$ cat config.mk
export PLATFORM = sky130hd
export DESIGN_NAME = ocm_top
export DESIGN_NICKNAME = d
export VERILOG_FILES = /design/src/ocm_pkg.sv /design/src/ocm_clk_watch.sv /design/src/ocm_top.sv
export SDC_FILE = /design/constraint.sdc
export NUM_CORES = 1
export LEC_CHECK = 0
export ABC_AREA = 1
export BUFFER_PORTS_ARGS = -buffer_cell sky130_fd_sc_hd__clkbuf_2
export CAP_MARGIN = 20
export CORE_MARGIN = 3
export CORE_UTILIZATION = 35
export CTS_BUF_LIST = sky130_fd_sc_hd__clkbuf_16
export DETAILED_ROUTE_END_ITERATION = 10
export GPL_ROUTABILITY_DRIVEN = 0
export SLEW_MARGIN = 15
export SYNTH_ARGS = -nofsm -noshare
export SYNTH_HDL_FRONTEND = slang
export SYNTH_SLANG_ARGS = --single-unit
$ cat constraint.sdc
create_clock -name pclk -period 3.1 [get_ports pclk]
set_input_delay 0.62 -clock pclk [delete_from_list [all_inputs] [get_ports pclk]]
set_output_delay 0.62 -clock pclk [all_outputs]
set_load 0.01 [all_outputs]
$ cat src/ocm_pkg.sv
/*
  Shared constants and types for the oscillator control and clock fail monitor:
  register offset, field positions, reset values, stall timeouts and state records.
  Assumes a single 200 MHz pclk domain that carries all register and monitor state.
*/
package ocm_pkg;

  // ----------------------------------------------------------------
  // bus and clock
  // ----------------------------------------------------------------
  localparam int          OCM_ADDR_W       = 12;
  localparam int          OCM_PCLK_MHZ     = 200;
  localparam logic [11:0] OCM_OSC_CTL_ADDR = 12'h000;

  // ----------------------------------------------------------------
  // oscillator_control field positions
  // ----------------------------------------------------------------
  localparam int OCM_LF_FAIL_STA_BIT  = 31;
  localparam int OCM_ROOT_FAIL_BIT    = 30;
  localparam int OCM_ROOT_AUTOSW_BIT  = 21;
  localparam int OCM_ROOT_WATCH_BIT   = 20;
  localparam int OCM_RSVD_HI_MSB      = 16;
  localparam int OCM_RSVD_HI_LSB      = 15;
  localparam int OCM_RSVD_14_BIT      = 14;
  localparam int OCM_LF_SWITCHED_BIT  = 13;
  localparam int OCM_LF_AUTOSW_BIT    = 12;
  localparam int OCM_HF_STABLE_BIT    = 11;
  localparam int OCM_LF_MON_EN_BIT    = 5;

  // ----------------------------------------------------------------
  // reset values
  // ----------------------------------------------------------------
  localparam logic [1:0]  OCM_RSVD_HI_RST  = 2'h3;
  localparam logic        OCM_RSVD_14_RST  = 1'h1;
  localparam logic [31:0] OCM_RDATA_RST    = 32'h0000_0000;

  // ----------------------------------------------------------------
  // stall timeouts, each in its own unit and then in pclk cycles
  // ----------------------------------------------------------------
  localparam int OCM_ROOT_STALL_NS  = 2500;
  localparam int OCM_ROOT_STALL_CYC = (OCM_ROOT_STALL_NS * OCM_PCLK_MHZ + 999) / 1000;
  localparam int OCM_LF_STALL_US    = 2000;
  localparam int OCM_LF_STALL_CYC   = OCM_LF_STALL_US * OCM_PCLK_MHZ;
  localparam int OCM_WATCH_CNT_W    = 20;

  // ----------------------------------------------------------------
  // state records
  // ----------------------------------------------------------------
  typedef struct packed {
    logic                       sync1;
    logic                       sync2;
    logic                       prev;
    logic [OCM_WATCH_CNT_W-1:0] count;
    logic                       tripped;
    logic                       stall;
  } ocm_watch_t;

  typedef struct packed {
    logic        root_watch_en;
    logic        root_autosw_en;
    logic [1:0]  rsvd_hi;
    logic        rsvd_14;
    logic        lf_autosw_en;
    logic        lf_mon_en;
    logic        lf_fail_sta;
    logic        root_fail;
    logic        lf_switched;
    logic        root_on_hf;
    logic        hf_stable;
    logic        hfx_en_s1;
    logic        hfx_en_s2;
    logic        hfx_rdy_s1;
    logic        hfx_rdy_s2;
    logic        act_s1;
    logic        act_s2;
    logic [31:0] prdata;
    logic        pslverr;
  } ocm_state_t;

endpackage : ocm_pkg

$ cat src/ocm_clk_watch.sv
/*
  Clock activity watchdog: synchronises a foreign clock into pclk, looks for
  transitions and gives one stall pulse when none is seen for LIMIT cycles.
  Assumes the watched clock is well below half the pclk rate.
*/
`timescale 1ns/10ps
module ocm_clk_watch
  import ocm_pkg::*;
#(
  parameter int LIMIT = OCM_ROOT_STALL_CYC
) (
  // clock and reset
  input  wire logic pclk,
  input  wire logic presetn,
  // watched clock and control
  input  wire logic watched_clk,
  input  wire logic enable,
  // result
  output logic      stall_pulse
);

  localparam logic [OCM_WATCH_CNT_W-1:0] LIMIT_C = OCM_WATCH_CNT_W'(LIMIT);

  ocm_watch_t q;
  ocm_watch_t d;
  logic       toggled;

  // ----------------------------------------------------------------
  // next state
  // ----------------------------------------------------------------
  always_comb begin
    d       = q;
    d.sync1 = watched_clk;
    d.sync2 = q.sync1;
    d.prev  = q.sync2;
    toggled = q.sync2 != q.prev;
    if (!enable) begin
      // disabled watchdog is held cleared so no stall can be reported
      d.count   = '0;
      d.tripped = 1'b0;
    end else if (toggled) begin
      d.count   = '0;
      d.tripped = 1'b0;
    end else if (q.count != LIMIT_C) begin
      d.count = q.count + OCM_WATCH_CNT_W'(1);
    end
    if (enable && !toggled && q.count == LIMIT_C) begin
      d.tripped = 1'b1;
    end
    // one pulse per stall, re-armed by the next transition
    d.stall = d.tripped & ~q.tripped;
  end

  always_ff @(posedge pclk or negedge presetn) begin
    if (!presetn) begin
      q <= '0;
    end else begin
      q <= d;
    end
  end

  assign stall_pulse = q.stall;

endmodule : ocm_clk_watch

$ cat src/ocm_top.sv
/*
  Oscillator control register with root clock and low-frequency crystal
  failure monitors, low-frequency mux auto-switch and crystal stable status.
  Assumes an APB master on pclk; clocks and oscillator status arrive as pins.
*/
// Local design decisions: the APB register port and the placing of the registers.
// Behaviour
// with the root watch enable set and the part active, the root clock is watched against the fast reference.
// a root clock without transitions for 2.5 us sets the root fail flag and raises the root fail interrupt.
// with the root watch enable clear the root watchdog is held in reset and no root interrupt is given.
// software keeps the reserved field at bits 16:15 at 3 on every write.
// software keeps reserved bit 14 at 1 on every write.
// with the autoswitch enable set a crystal failure moves the low-frequency mux to the rc oscillator.
// the switched flag at bit 13 is set by that move and cleared by writing 1.
// the crystal stable bit reads 1 once the crystal is enabled and stable, 0 while disabled or not yet stable.
// the crystal stable bit does not drop on a later loss of stability.
// with its monitor enabled a low-frequency crystal stalled for 2 ms is flagged in any power mode.
// the crystal fail status is sticky, drives the rtc interrupt and is cleared by writing 1.
// the root clock moves to the fast rc oscillator only while root watching is enabled.
// writing 0 leaves the switched flag alone and a hardware set beats a simultaneous clear.
`timescale 1ns/10ps
module ocm_top
  import ocm_pkg::*;
#(
  parameter int ROOT_STALL_CYC = OCM_ROOT_STALL_CYC,
  parameter int LF_STALL_CYC   = OCM_LF_STALL_CYC
) (
  // clock and reset
  input  wire logic                  pclk,
  input  wire logic                  presetn,
  // apb slave
  input  wire logic                  psel,
  input  wire logic                  penable,
  input  wire logic                  pwrite,
  input  wire logic [OCM_ADDR_W-1:0] paddr,
  input  wire logic [31:0]           pwdata,
  input  wire logic [3:0]            pstrb,
  output logic [31:0]                prdata,
  output logic                       pready,
  output logic                       pslverr,
  // monitored clocks and oscillator status pins
  input  wire logic                  root_clk_in,
  input  wire logic                  lf_crystal_clk_in,
  input  wire logic                  hf_crystal_enable,
  input  wire logic                  hf_crystal_ready,
  input  wire logic                  active_mode,
  // interrupts and mux controls
  output logic                       root_fail_irq,
  output logic                       rtc_irq,
  output logic                       lf_mux_select_rc,
  output logic                       root_mux_select_hf
);

  ocm_state_t  q;
  ocm_state_t  d;
  logic        root_stall;
  logic        lf_stall;
  logic        root_watch_run;
  logic        wr_hit;
  logic        setup_rd;
  logic        addr_ok;
  logic [31:0] wmask;
  logic [31:0] wbits;
  logic [31:0] rd_word;

  // ----------------------------------------------------------------
  // clock watchdogs
  // ----------------------------------------------------------------
  // active-mode watching
  assign root_watch_run = q.root_watch_en & q.act_s2;

  // held in reset
  ocm_clk_watch #(
    .LIMIT (ROOT_STALL_CYC)
  ) u_root_watch (
    .pclk        (pclk),
    .presetn     (presetn),
    .watched_clk (root_clk_in),
    .enable      (root_watch_run),
    .stall_pulse (root_stall)
  );

  // any power mode
  ocm_clk_watch #(
    .LIMIT (LF_STALL_CYC)
  ) u_lf_watch (
    .pclk        (pclk),
    .presetn     (presetn),
    .watched_clk (lf_crystal_clk_in),
    .enable      (q.lf_mon_en),
    .stall_pulse (lf_stall)
  );

  // ----------------------------------------------------------------
  // bus decode
  // ----------------------------------------------------------------
  // unmapped addresses answer with pslverr; reads of them return zero
  assign addr_ok  = paddr == OCM_OSC_CTL_ADDR;
  assign setup_rd = psel & ~penable;
  assign wr_hit   = psel & penable & pwrite & addr_ok;
  assign wmask    = {{8{pstrb[3]}}, {8{pstrb[2]}}, {8{pstrb[1]}}, {8{pstrb[0]}}};
  assign wbits    = pwdata & wmask;

  // ----------------------------------------------------------------
  // read view
  // ----------------------------------------------------------------
  always_comb begin
    rd_word                                   = '0;
    rd_word[OCM_LF_FAIL_STA_BIT]              = q.lf_fail_sta;
    rd_word[OCM_ROOT_FAIL_BIT]                = q.root_fail;
    rd_word[OCM_ROOT_AUTOSW_BIT]              = q.root_autosw_en;
    rd_word[OCM_ROOT_WATCH_BIT]               = q.root_watch_en;
    rd_word[OCM_RSVD_HI_MSB:OCM_RSVD_HI_LSB]  = q.rsvd_hi;
    rd_word[OCM_RSVD_14_BIT]                  = q.rsvd_14;
    rd_word[OCM_LF_SWITCHED_BIT]              = q.lf_switched;
    rd_word[OCM_LF_AUTOSW_BIT]                = q.lf_autosw_en;
    // stable status
    rd_word[OCM_HF_STABLE_BIT]                = q.hf_stable;
    rd_word[OCM_LF_MON_EN_BIT]                = q.lf_mon_en;
  end

  // ----------------------------------------------------------------
  // next state
  // ----------------------------------------------------------------
  always_comb begin
    d = q;

    // pin synchronisers; first stages feed only the second
    d.hfx_en_s1  = hf_crystal_enable;
    d.hfx_en_s2  = q.hfx_en_s1;
    d.hfx_rdy_s1 = hf_crystal_ready;
    d.hfx_rdy_s2 = q.hfx_rdy_s1;
    d.act_s1     = active_mode;
    d.act_s2     = q.act_s1;

    // control fields; the reserved ones store whatever software writes,
    // keeping them at their reset value is left to software
    if (wr_hit) begin
      if (pstrb[2]) begin
        d.root_autosw_en = pwdata[OCM_ROOT_AUTOSW_BIT];
        d.root_watch_en  = pwdata[OCM_ROOT_WATCH_BIT];
        d.rsvd_hi[1]     = pwdata[OCM_RSVD_HI_MSB];
      end
      if (pstrb[1]) begin
        // low bit 15 of reserved pair stored
        d.rsvd_hi[0]     = pwdata[OCM_RSVD_HI_LSB];
        // reserved bit stored
        d.rsvd_14        = pwdata[OCM_RSVD_14_BIT];
        // autoswitch control
        d.lf_autosw_en   = pwdata[OCM_LF_AUTOSW_BIT];
      end
      if (pstrb[0]) begin
        d.lf_mon_en      = pwdata[OCM_LF_MON_EN_BIT];
      end
    end

    // write-1-to-clear of the sticky flags
    if (wr_hit && wbits[OCM_ROOT_FAIL_BIT]) begin
      d.root_fail  = 1'b0;
      d.root_on_hf = 1'b0;
    end
    if (wr_hit && wbits[OCM_LF_FAIL_STA_BIT]) begin
      d.lf_fail_sta = 1'b0;
    end
    // write one clears
    if (wr_hit && wbits[OCM_LF_SWITCHED_BIT]) begin
      d.lf_switched = 1'b0;
    end

    // hardware sets come last so that they win over a clear in the same cycle
    // root stall sets flag
    if (root_stall && q.root_watch_en) begin
      d.root_fail = 1'b1;
      // root switch gated
      if (q.root_autosw_en) begin
        d.root_on_hf = 1'b1;
      end
    end
    // sticky crystal fail
    if (lf_stall && q.lf_mon_en) begin
      d.lf_fail_sta = 1'b1;
      // set beats clear
      if (q.lf_autosw_en) begin
        d.lf_switched = 1'b1;
      end
    end

    // latch, no monitoring
    if (!q.hfx_en_s2) begin
      d.hf_stable = 1'b0;
    end else if (q.hfx_rdy_s2) begin
      d.hf_stable = 1'b1;
    end

    // read data and error are prepared in the setup cycle, so the access
    // phase completes with zero wait states from flip-flop outputs
    if (setup_rd) begin
      d.prdata  = (addr_ok && !pwrite) ? rd_word : OCM_RDATA_RST;
      d.pslverr = ~addr_ok;
    end
  end

  // ----------------------------------------------------------------
  // state register
  // ----------------------------------------------------------------
  always_ff @(posedge pclk or negedge presetn) begin
    if (!presetn) begin
      q         <= '0;
      q.rsvd_hi <= OCM_RSVD_HI_RST;
      q.rsvd_14 <= OCM_RSVD_14_RST;
    end else begin
      q <= d;
    end
  end

  // ----------------------------------------------------------------
  // outputs
  // ----------------------------------------------------------------
  assign prdata  = q.prdata;
  assign pready  = 1'b1;
  assign pslverr = q.pslverr & psel & penable;

  // interrupt gated
  assign root_fail_irq      = q.root_fail & q.root_watch_en;
  // rtc line
  assign rtc_irq            = q.lf_fail_sta;
  // mux to rc
  assign lf_mux_select_rc   = q.lf_switched;
  assign root_mux_select_hf = q.root_on_hf;

endmodule : ocm_top

==> results of run 1 <==
## metal layers
metal / wire [um] / vias to the layer above
met1: 4060 / 1576
met4: 102 / 0
li1: - / 1752
met2: 3860 / 81
met5: 0 / -
met3: 466 / 10
## cell usage in the layout (no fill, tap or decap), types with 2 or more instances in the layout
cell,count
nand4_1,18
a31oi_1,2
nor3_1,7
o21a_1,2
nand3_2,3
conb_1,22
inv_6,4
inv_2,7
clkbuf_16,9
xnor2_1,2
nor2_1,72
clkinv_1,3
nand2_2,10
nor2_2,6
o21ai_0,16
nand3_1,35
clkbuf_2,50
dfstp_2,3
nand2_1,118
a21oi_1,21
ha_1,4
dfrtp_1,77
nor2_4,11
o21ai_1,12
inv_1,59
## sequential cells by signal (all words and copies together), names as in the netlist, 2 cells and up
name / count
u_root_watch.d: 2
u_lf_watch.d: 2
d: 3
q: 13
prdata: 11
u_lf_watch.q: 22
u_root_watch.q: 22
## cell families after synthesis
kind of cell | after synthesis
adder cells (fa/ha/maj) | 4
other | 2
flip-flops | 80
XOR/XNOR | 4
AO/OA/AOI/OAI | 57
buffers and inverters | 108
AND/OR/NAND/NOR | 287
## critical path, cell delays in order
cell and delay (ps):
clkbuf_2 90, inv_1 60, nor3_1 170, clkbuf_2 160
## metrics by stage
stage,utilization (%),hold slack (ps)
after detailed placement,38.0,337
after global routing,40.5,158
final,40.5,159
after floorplan,-,324
after CTS,40.3,351
after global placement,38.0,334
## worst min-delay path by stage
stage / slack, ps / to / startpoint / cells past startpoint
after floorplan: 320 / d[33] / presetn / 0
after global placement: 330 / q[33] / d[33] / 0
after detailed placement: 340 / q[37] / d[37] / 0
after CTS: 350 / q[37] / d[37] / 0
after global routing: 160 / prdata[16] / presetn / 1
final: 160 / u_root_watch.q[13] / presetn / 1
## power by group
part           switching (mW)  internal [mW]
registers             0.00399           1.05
clock network           0.436          0.551
logic                  0.0583         0.0270
## area by class of cell
cell class	count	area (um^2)	area share (%)
Clock buffer	9	225	4.61
Timing Repair Buffer	52	285	5.84
Sequential cell	80	2010	41.1
Tap cell	168	210	4.30
Inverter	68	255	5.23
Clock inverter	7	52.6	1.08
Multi-Input combinational cell	374	1850	37.9
==> results.txt, run 1 <==
- Maximum fanout count along the critical path: 2
- Number of setup violations in the final report: 0
* Post-Route WL: 8490 um
* Setup crit end: pslverr
- After filler insertion, the fill cell instance count of the layout stands at 1218.
- Buffers on Ports: 51
- Setup TNS after final layout: 0 ps
- The number of antenna violations at the first check in global routing was 0.
- The number of cells on the worst reg-to-reg path is 11.
- The floorplan has 40 rows.
* Synthesized area divided by synthesized cell count: 7.99 um^2
* Ratio of routed vias to standard cells: 4.51
- Maximum buffer depth of the clock tree: 2
- Summing the areas of all xor and xnor instances in the mapped netlist gives 0.982% of the synthesized area.
- Die Footprint: 13800 um^2
- Number of design rule violations left after detail routing: 0
- Power density cells: 436 nW/um^2
* Part of the cycle the worst path needs: 55.6%
- Placed cell area: 4580 um^2
- Number of maximum-capacitance constraint violations: 0
- During I/O placement, the number of pins put on the boundary was 96.
- Most used flip-flop cell after synthesis: dfrtp_1
- Global-route wire length before repair: 14500 um
* Clock buffer count from CTS: 9
* Post-Syn Area: 4330 um^2
- Kind of start point of the critical path: primary input
- Final critical-path setup slack: 1380 ps
- Maximum clock rate: 0.581 GHz
- The worst setup path is of the in2out kind.
- Vias after detailed routing: 3419
- The synthesized design contains 0 enable-type register cells.
- Power comes to 2.13 mW.
* Gates resized, CTS repair: 0
* Latest clock arrival within the worst-skew pair: 340 ps
* WP data required: 2480 ps
- Type of element capturing the critical path: primary output
* Pin count of the biggest net entering global routing: 81
- After clock tree synthesis, the flow added hold-fix buffers numbering 0.
- After floorplanning, the core was sized to cover 12100 um^2.
* Worst R2R End: u_root_watch.q[3]
* Clock transition at path regs: 60 ps
- The startpoint identified for the worst register-to-register timing path is u_root_watch.q[2].
- After synthesis, the share of cell area in mux cells is 0%.
- The number of global-route vias before repair was 3221.
- Summing all non-filler instances in the final layout gives an area of 4880 um^2.
* Worst setup timing slack at the placement stage: 1260 ps
- Sequential cell area fraction in the yosys report: 46.3%
* Worst R2R Setup Slack: 1570 ps
- TritonCTS built the clock tree.
- The synthesized netlist devotes 1.16% of its cell area to adder and majority cells.
* Worst setup path startpoint: psel
- RSZ-0062 raised after global routing: false
* Worst-case vdd ir drop: 0.251 mV
* Instance count of the mapped netlist: 542
- The biggest area contributor in the post-synthesis netlist is dfrtp_1.
- Hold Violations, Final: 0
* Ant. Diodes: 0
* Synth Register Bits: 80
- Dividing the detail-routed wire length by the instance count gives 11.2 um.
- X dimension of the die: 117 um
* First DRT Iteration DRCs: 236
- Height of the chip: 117 um
* H-tree lvl count: 3
* Share of Yosys cell area claimed by the top area cell type: 44.5%
* Outcome: complete, no violations
- In the global route stage, overall resource usage came out at 13.1%.
- Global routing used 21.0% of the available met2 tracks.
- By count the netlist is led by nand2_1 (118), dfrtp_1 (77), nor2_1 (72).
- For this configuration, the core starts out at a cell density of 35.9%.
- For the worst setup path, the data arrival time is 1100 ps.
- The clock period could shrink to 1720 ps.
- Static power due to leakage: 2.29 nW
- Iteration count of the initial detailed-routing pass: 4
- The worst pin sits at a relative slew slack of 66.5%.
* Cell Count Post-Placement: 741
- Post-Route Skew: 14.1 ps
- Compared with the post-synthesis result, the final layout area differs by 12.7%.
- Dominant combinational cell family by area after synthesis: simple AND/OR/NAND/NOR gates
- The worst hold path belongs to the class in2async.
* Distinct cell type count of the synthesized netlist: 39
- Post-CTS setup repair buffer count: 0
- Antenna viol nets, final: 0
* Final-stage net count: 647
- For this run the aggregate overflow at the end of global routing stands at 0.
- After Yosys synthesis, and, or, nand and nor cells account for 31.6% of the synthesized area.
* Largest cells by area after synthesis: dfrtp_1 (44%), nand2_1 (10%), nor2_1 (6.2%)
* Max-slew violations: 0
* Most Used Layer, Global Route: met2
* Post-route insts no fill: 758
- The clock net in this run drives a total of 80 sinks.
- Slew of the pin with the lowest slew margin: 501 ps
- In the global route stage, met1 resource usage came out at 17.4%.
- Ys async rst share: 100%
* Synth Area in Compound Gates: 7.05%
- Half-perimeter wire length of the detailed placement result: 6200 um
* Layout cells sized above 1: 19.5%
* Met3 usage in global routing: 3.08%
* Synth warn: 0
- Buffer cell driving the clock tree root: clkbuf_16
- By instance count, the leading cell after synthesis is nand2_1.
Power figures use the tool's default switching activity.
==> run 2: changes to the inputs <==
Clock period 3.1 ns to 1.7 ns, I/O delays scaled along.
==> results.txt, run 2 (synthesis gave the netlist of run 1 again) <==
- The critical path starts at u_root_watch.q[2].
* Number of design rule violations left after detail routing: 0
- The clock period could shrink to 1500 ps.
- The run finished with clean final reports.
* Setup TNS after final layout: 0 ps
* Buffers on Ports: 51
* Worst-case vdd ir drop: 0.443 mV
* Vias after detailed routing: 3415
* Layout cells sized above 1: 20.2%
- The critical path contains buffers and inverters numbering 3 combined.
- Pin count of the biggest net entering global routing: 81
- Using the TritonRoute via totals, the vias-per-cell ratio works out to 4.48.
- Clock-pin slew was measured on the worst setup and hold paths at 60 ps.
- For this run, the detailed router's first-pass iteration total came to 4.
- Die Footprint: 13800 um^2
- Data on the critical path is required at its endpoint by 1930 ps.
- Latest clock arrival within the worst-skew pair: 340 ps
- The final number of hold-violating endpoints was 0.
* Starting density of the core: 35.9%
- # rows: 40
- Share of the core filled with cells in the final layout: 41.1%
- Number of global-route vias before repair: 3162
- The number of gates resized after CTS was 0.
- Maximum buffer depth of the clock tree: 2
- The cell sitting at the root of the clock tree is a clkbuf_16.
- X dimension of the die: 117 um
- On the worst path, the slowest cell contributes a delay of 400 ps.
- Clock tree synthesis found a total of 80 sinks.
- Kind of start point of the critical path: flip-flop
- Of the available clock period, the critical path in the final layout requires 88.3%.
- Leaving out fill and tap cells, the most frequent cell in the layout is nand2_1.
- Static power due to leakage: 2.33 nW
- Setup repair after global routing left no endpoint under its margin.
- Cell type group with the largest total delay on the critical path: simple AND/OR/NAND/NOR gates
- The total area inside the core boundary comes to 12100 um^2.
- Largest registers in the final layout: u_lf_watch.q: 22 flops, u_root_watch.q: 22 flops, q: 13 flops
- Post-CTS setup repair buffer count: 0
* Maximum clock rate: 0.666 GHz
- Quantity of hold-fixing buffers added after cts: 0
* Total overflow reported by the global router: 0
- Ant. Diodes: 0
- Wire segments on met3 add up to 462 um in the final route.
- Global routing usage summed across all routing layers: 13.0%
* Worst min path class: in2async
* TritonCTS clock tree: built
- After detailed routing, the average wire length per cell comes to 11.2 um.
* Type of element capturing the critical path: flip-flop
- WL met2: 3770 um
* Number of antenna violations at the first check in global routing: 0
- The highest layer touched by signal routing is met4.
* Power density cells: 852 nW/um^2
* WS Path Type: reg2reg
- From bottom edge to top edge, the die measures 117 um.
- The critical path goes through inv_1 > ha_1 > inv_1 > nor2_1 > nand2_1 > nor2_1 > nand2_2 > nor2_4 > inv_2 > nand3_1 > nand2_1.
- Slowest-stage cell, CP: dfrtp_1
- Data on the critical path arrives at its endpoint at 1730 ps.
* Half-perimeter wire length of the detailed placement result: 6250 um
- First DRT Iteration DRCs: 216
- Leaving out fill and tap cells, the most frequent cells in the layout are nand2_1 (118), dfrtp_1 (77), nor2_1 (72), inv_1 (59), clkbuf_2 (50).
- After detailed routing, the total wire length is 8520 um.
- Global-route wire length before repair: 14400 um
- Once detail routing completed, the nets flagged for antenna violations numbered 0.
- For the final database, setup skew stands at 7.39 ps.
* Number of maximum-capacitance constraint violations: 0
- IO Count: 96
- Relative to the synthesized area, the layout overhead comes to 14.5%.
- Startpoint of the lowest-slack register-to-register path: u_root_watch.q[2]
- Final-stage net count: 651
- The clock tree synthesis step divided the H-tree into 3 levels.
* Max-slew violations: 0
- Number of setup violations in the final report: 0
- In this run the worst path has a maximum fanout of 4.
* Length of routed wiring on met1: 4170 um
* Clock buffer count from CTS: 9
## run 2: changes by cell type in the layout (fill, tap and decap cells not counted), sizes merged
cell    delta
bufinv     +2
buf        +4
clkinv     -2
## run 2: cell type report
class                      count  area (um^2)
inverter                      68          255
timing repair buffer          56          308
clock buffer                   9          225
sequential                    80         2010
multi-input combinational    374         1850
tap                          168          210
fill                        1232         7100
clock inverter                 7          106
## run 2: power by group
part | internal, mW | total [mW] | leakage, nW | switching [mW]
sequential | 1.92 | 1.93 | 1.05 | 0.00682
combinational | 0.0490 | 0.155 | 1.12 | 0.106
clock | 1.31 | 2.15 | 0.163 | 0.831
total | 3.28 | 4.23 | 2.33 | 0.943
## run 2: path summary, 6_finish.rpt
| check | to | depth (start not counted) | slack, ps |
|---|---|---|---|
| max | u_root_watch.q[3] | 11 | 200 |
| min | u_root_watch.q[15] | 2 | 4 |
| max reg2reg | u_root_watch.q[3] | 11 | 200 |
| min reg2reg | u_lf_watch.d[22] | 0 | 350 |
| max in group asynchronous | q[46] | 2 | 1330 |
| min in group pclk | d[33] | 1 | 110 |
## run 2: through the flow
step | power, mW | cell area (um^2) | std cells | hold WS [ps] | setup slack, ps
2_1_floorplan | 2.06 | 4410 | 562 | 44.4 | 325
3_3_place_gp | 2.12 | 4630 | 746 | 334 | 199
3_5_place_dp | 2.12 | 4630 | 746 | 335 | 198
4_1_cts | 4.30 | 4960 | 762 | 34.5 | 183
5_1_grt | 4.40 | 4960 | 762 | 42.8 | 17.0
6_report | 4.23 | 4960 | 762 | 3.84 | 199
## run 2: per-layer routing
| metal | vias to the layer above | track usage (%) |
|---|---|---|
| met3 | 10 | 3.19 |
| met5 | - | 0 |
| li1 | 1758 | - |
| met1 | 1554 | 17.4 |
| met2 | 93 | 20.5 |
| met4 | 0 | 4.74 |
==> run 3: changes to the inputs <==
==> constraint.sdc (replaced) <==
create_clock -name pclk -period 1.7 [get_ports pclk]
set_input_delay 0.255 -clock pclk [delete_from_list [all_inputs] [get_ports pclk]]
set_output_delay 0.255 -clock pclk [all_outputs]
set_load 0.01 [all_outputs]
==> results.txt, run 3 (synthesis gave the netlist of run 1 again) <==
- After routing, the total negative slack on setup checks comes to 0 ps.
* Buffers on Ports: 51
- Timing analysis after detailed placement gives a worst setup slack of 204 ps.
- In this run the most critical hold path is launched from active_mode.
- Power spread over the standard cell area amounts to 824 nW/um^2.
- The critical path starts at u_root_watch.q[2].
* Maximum clock rate: 0.666 GHz
- After layout, the minimum clock period comes to 1500 ps.
* Worst min path class: in2reg
- IO Count: 96
* Static power due to leakage: 2.34 nW
* TritonCTS clock tree: built
- Compared with the post-synthesis result, the final layout area differs by 14.9%.
* Placed cell area: 4660 um^2
- Layout cells sized above 1: 20.4%
- Average wire per cell in the routed design: 11.1 um
- Number of global-route vias before repair: 3246
* Worst r2r path cells: 11
- After clock tree synthesis, the clock-pin slew on the worst setup and hold paths is 60 ps.
* Die Footprint: 13800 um^2
- Number of setup violations in the final report: 0
* Share of the core filled with cells in the final layout: 41.3%
* Worst-case vdd ir drop: 0.575 mV
* Fill cell total of the finished layout: 1231
- Ratio of routed vias to standard cells: 4.51
- STA classifies the critical path startpoint as a flip-flop.
- Part of the cycle the worst path needs: 88.3%
- Detailed placement ended at an HPWL of 6490 um.
- Number of maximum-capacitance constraint violations: 0
- The final number of hold-violating endpoints came to 0.
- Global routing usage summed across all routing layers: 12.9%
- Final critical-path setup slack: 199 ps
- At the worst endpoint, the required time is 1920 ps.
* Total overflow reported by the global router: 0
- In the routed design, unresolved DRC markers number 0.
* X dimension of the die: 117 um
- In the layout the commonest cells are nand2_1 (118), dfrtp_1 (77), nor2_1 (72), inv_1 (59), clkbuf_2 (50).
* WS Path Type: reg2reg
- The design draws 4.10 mW.
* Maximum fanout count along the critical path: 4
- For this block, the initial DRC count from the detailed router was 170.
- Maximum buffer depth of the clock tree: 2
* Pin count of the biggest net entering global routing: 33
- Final-stage net count: 654
- Vias after detailed routing: 3447
- Outcome: complete, no violations
* Iteration count of the initial detailed-routing pass: 4
- In this run the worst setup path terminates at u_root_watch.q[3].
- In this run the remaining antenna-violating nets after routing total 0.
- In this run the number of H-tree levels came out at 3.
* Startpoint of the lowest-slack register-to-register path: u_root_watch.q[2]
- Most common cell after layout, fill and taps aside: nand2_1
- RSZ-0062 raised after global routing: false
- In this run, CTS created clock tree buffers numbering 9.
* # rows: 40
- Largest registers in the final layout: u_lf_watch.q: 22 flops, u_root_watch.q: 22 flops, q: 13 flops
- Post-route insts no fill: 765
- Worst R2R Setup Slack: 200 ps
- The worst setup path is captured at a flip-flop.
- Worst R2R End: u_root_watch.q[3]
- Latest clock arrival within the worst-skew pair: 340 ps
* Count of clock tree sinks: 80
* Post-Route Skew: 12.4 ps
- Post-Route WL: 8530 um
- Ant. Diodes: 0
- The tightest hold path in the finished design has a slack of 29.3 ps.
- Critical path data arrival time: 1720 ps
* Buffer cell driving the clock tree root: clkbuf_16
- In this run the vertical extent of the chip is 117 um.
* Global-route wire length before repair: 14500 um
- Cell Count Post-Placement: 748
- In this run the standard cell core region covers 12100 um^2.
* Starting density of the core: 35.9%
- The number of slew-limit violations in the final report is 0.
* Number of antenna violations at the first check in global routing: 0
* Post-route design area: 4980 um^2
run 3: cell type report:
type | count | area (um^2) | share of cell area (%)
clock buffers | 9 | 225 | 4.52
clock inverters | 7 | 86.3 | 1.73
inverters | 68 | 255 | 5.13
multi-input cells | 374 | 1850 | 37.2
flip-flops and latches | 80 | 2010 | 40.3
well taps | 168 | 210 | 4.22
repair buffers | 59 | 345 | 6.94
run 3: how the worst min path moves through the flow:
stage	to	slack, ps	cells after the start
global placement	u_root_watch.q[15]	240	1
detailed placement	u_root_watch.q[17]	240	1
CTS	d[33]	10	1
global route	d[37]	10	1
finish	d[33]	30	1
floorplan	d[33]	-40	0
run 3: worst max-delay path, stage by stage (launching register included):
cell	delay [ps]
dfrtp_1	400
inv_1	130
ha_1	180
inv_1	50
nor2_1	110
nand2_1	70
nor2_1	110
nand2_2	70
nor2_4	110
inv_2	70
nand3_1	60
nand2_1	40
run 3: power by group:
| group | internal, mW | switching (mW) |
|---|---|---|
| clock | 1.17 | 0.842 |
| sequential | 1.92 | 0.00716 |
| combinational | 0.0549 | 0.108 |
| total | 3.15 | 0.957 |
run 3: repair_timing:
item                                   CTS  global route
setup buffers                            0             0
hold buffers                             1             0
endpoints found under the hold margin   30             0
gates resized for setup                  0             0
run 3: per-layer routing:
layer  vias to the layer above  part of all wire [%]  GRT usage (%)
met3                        12                   5.4           2.93
met2                        83                    44           20.5
met5                         -                     0              0
met1                      1587                    50           17.8
li1                       1765                     -              -
met4                         0                   1.1           3.67
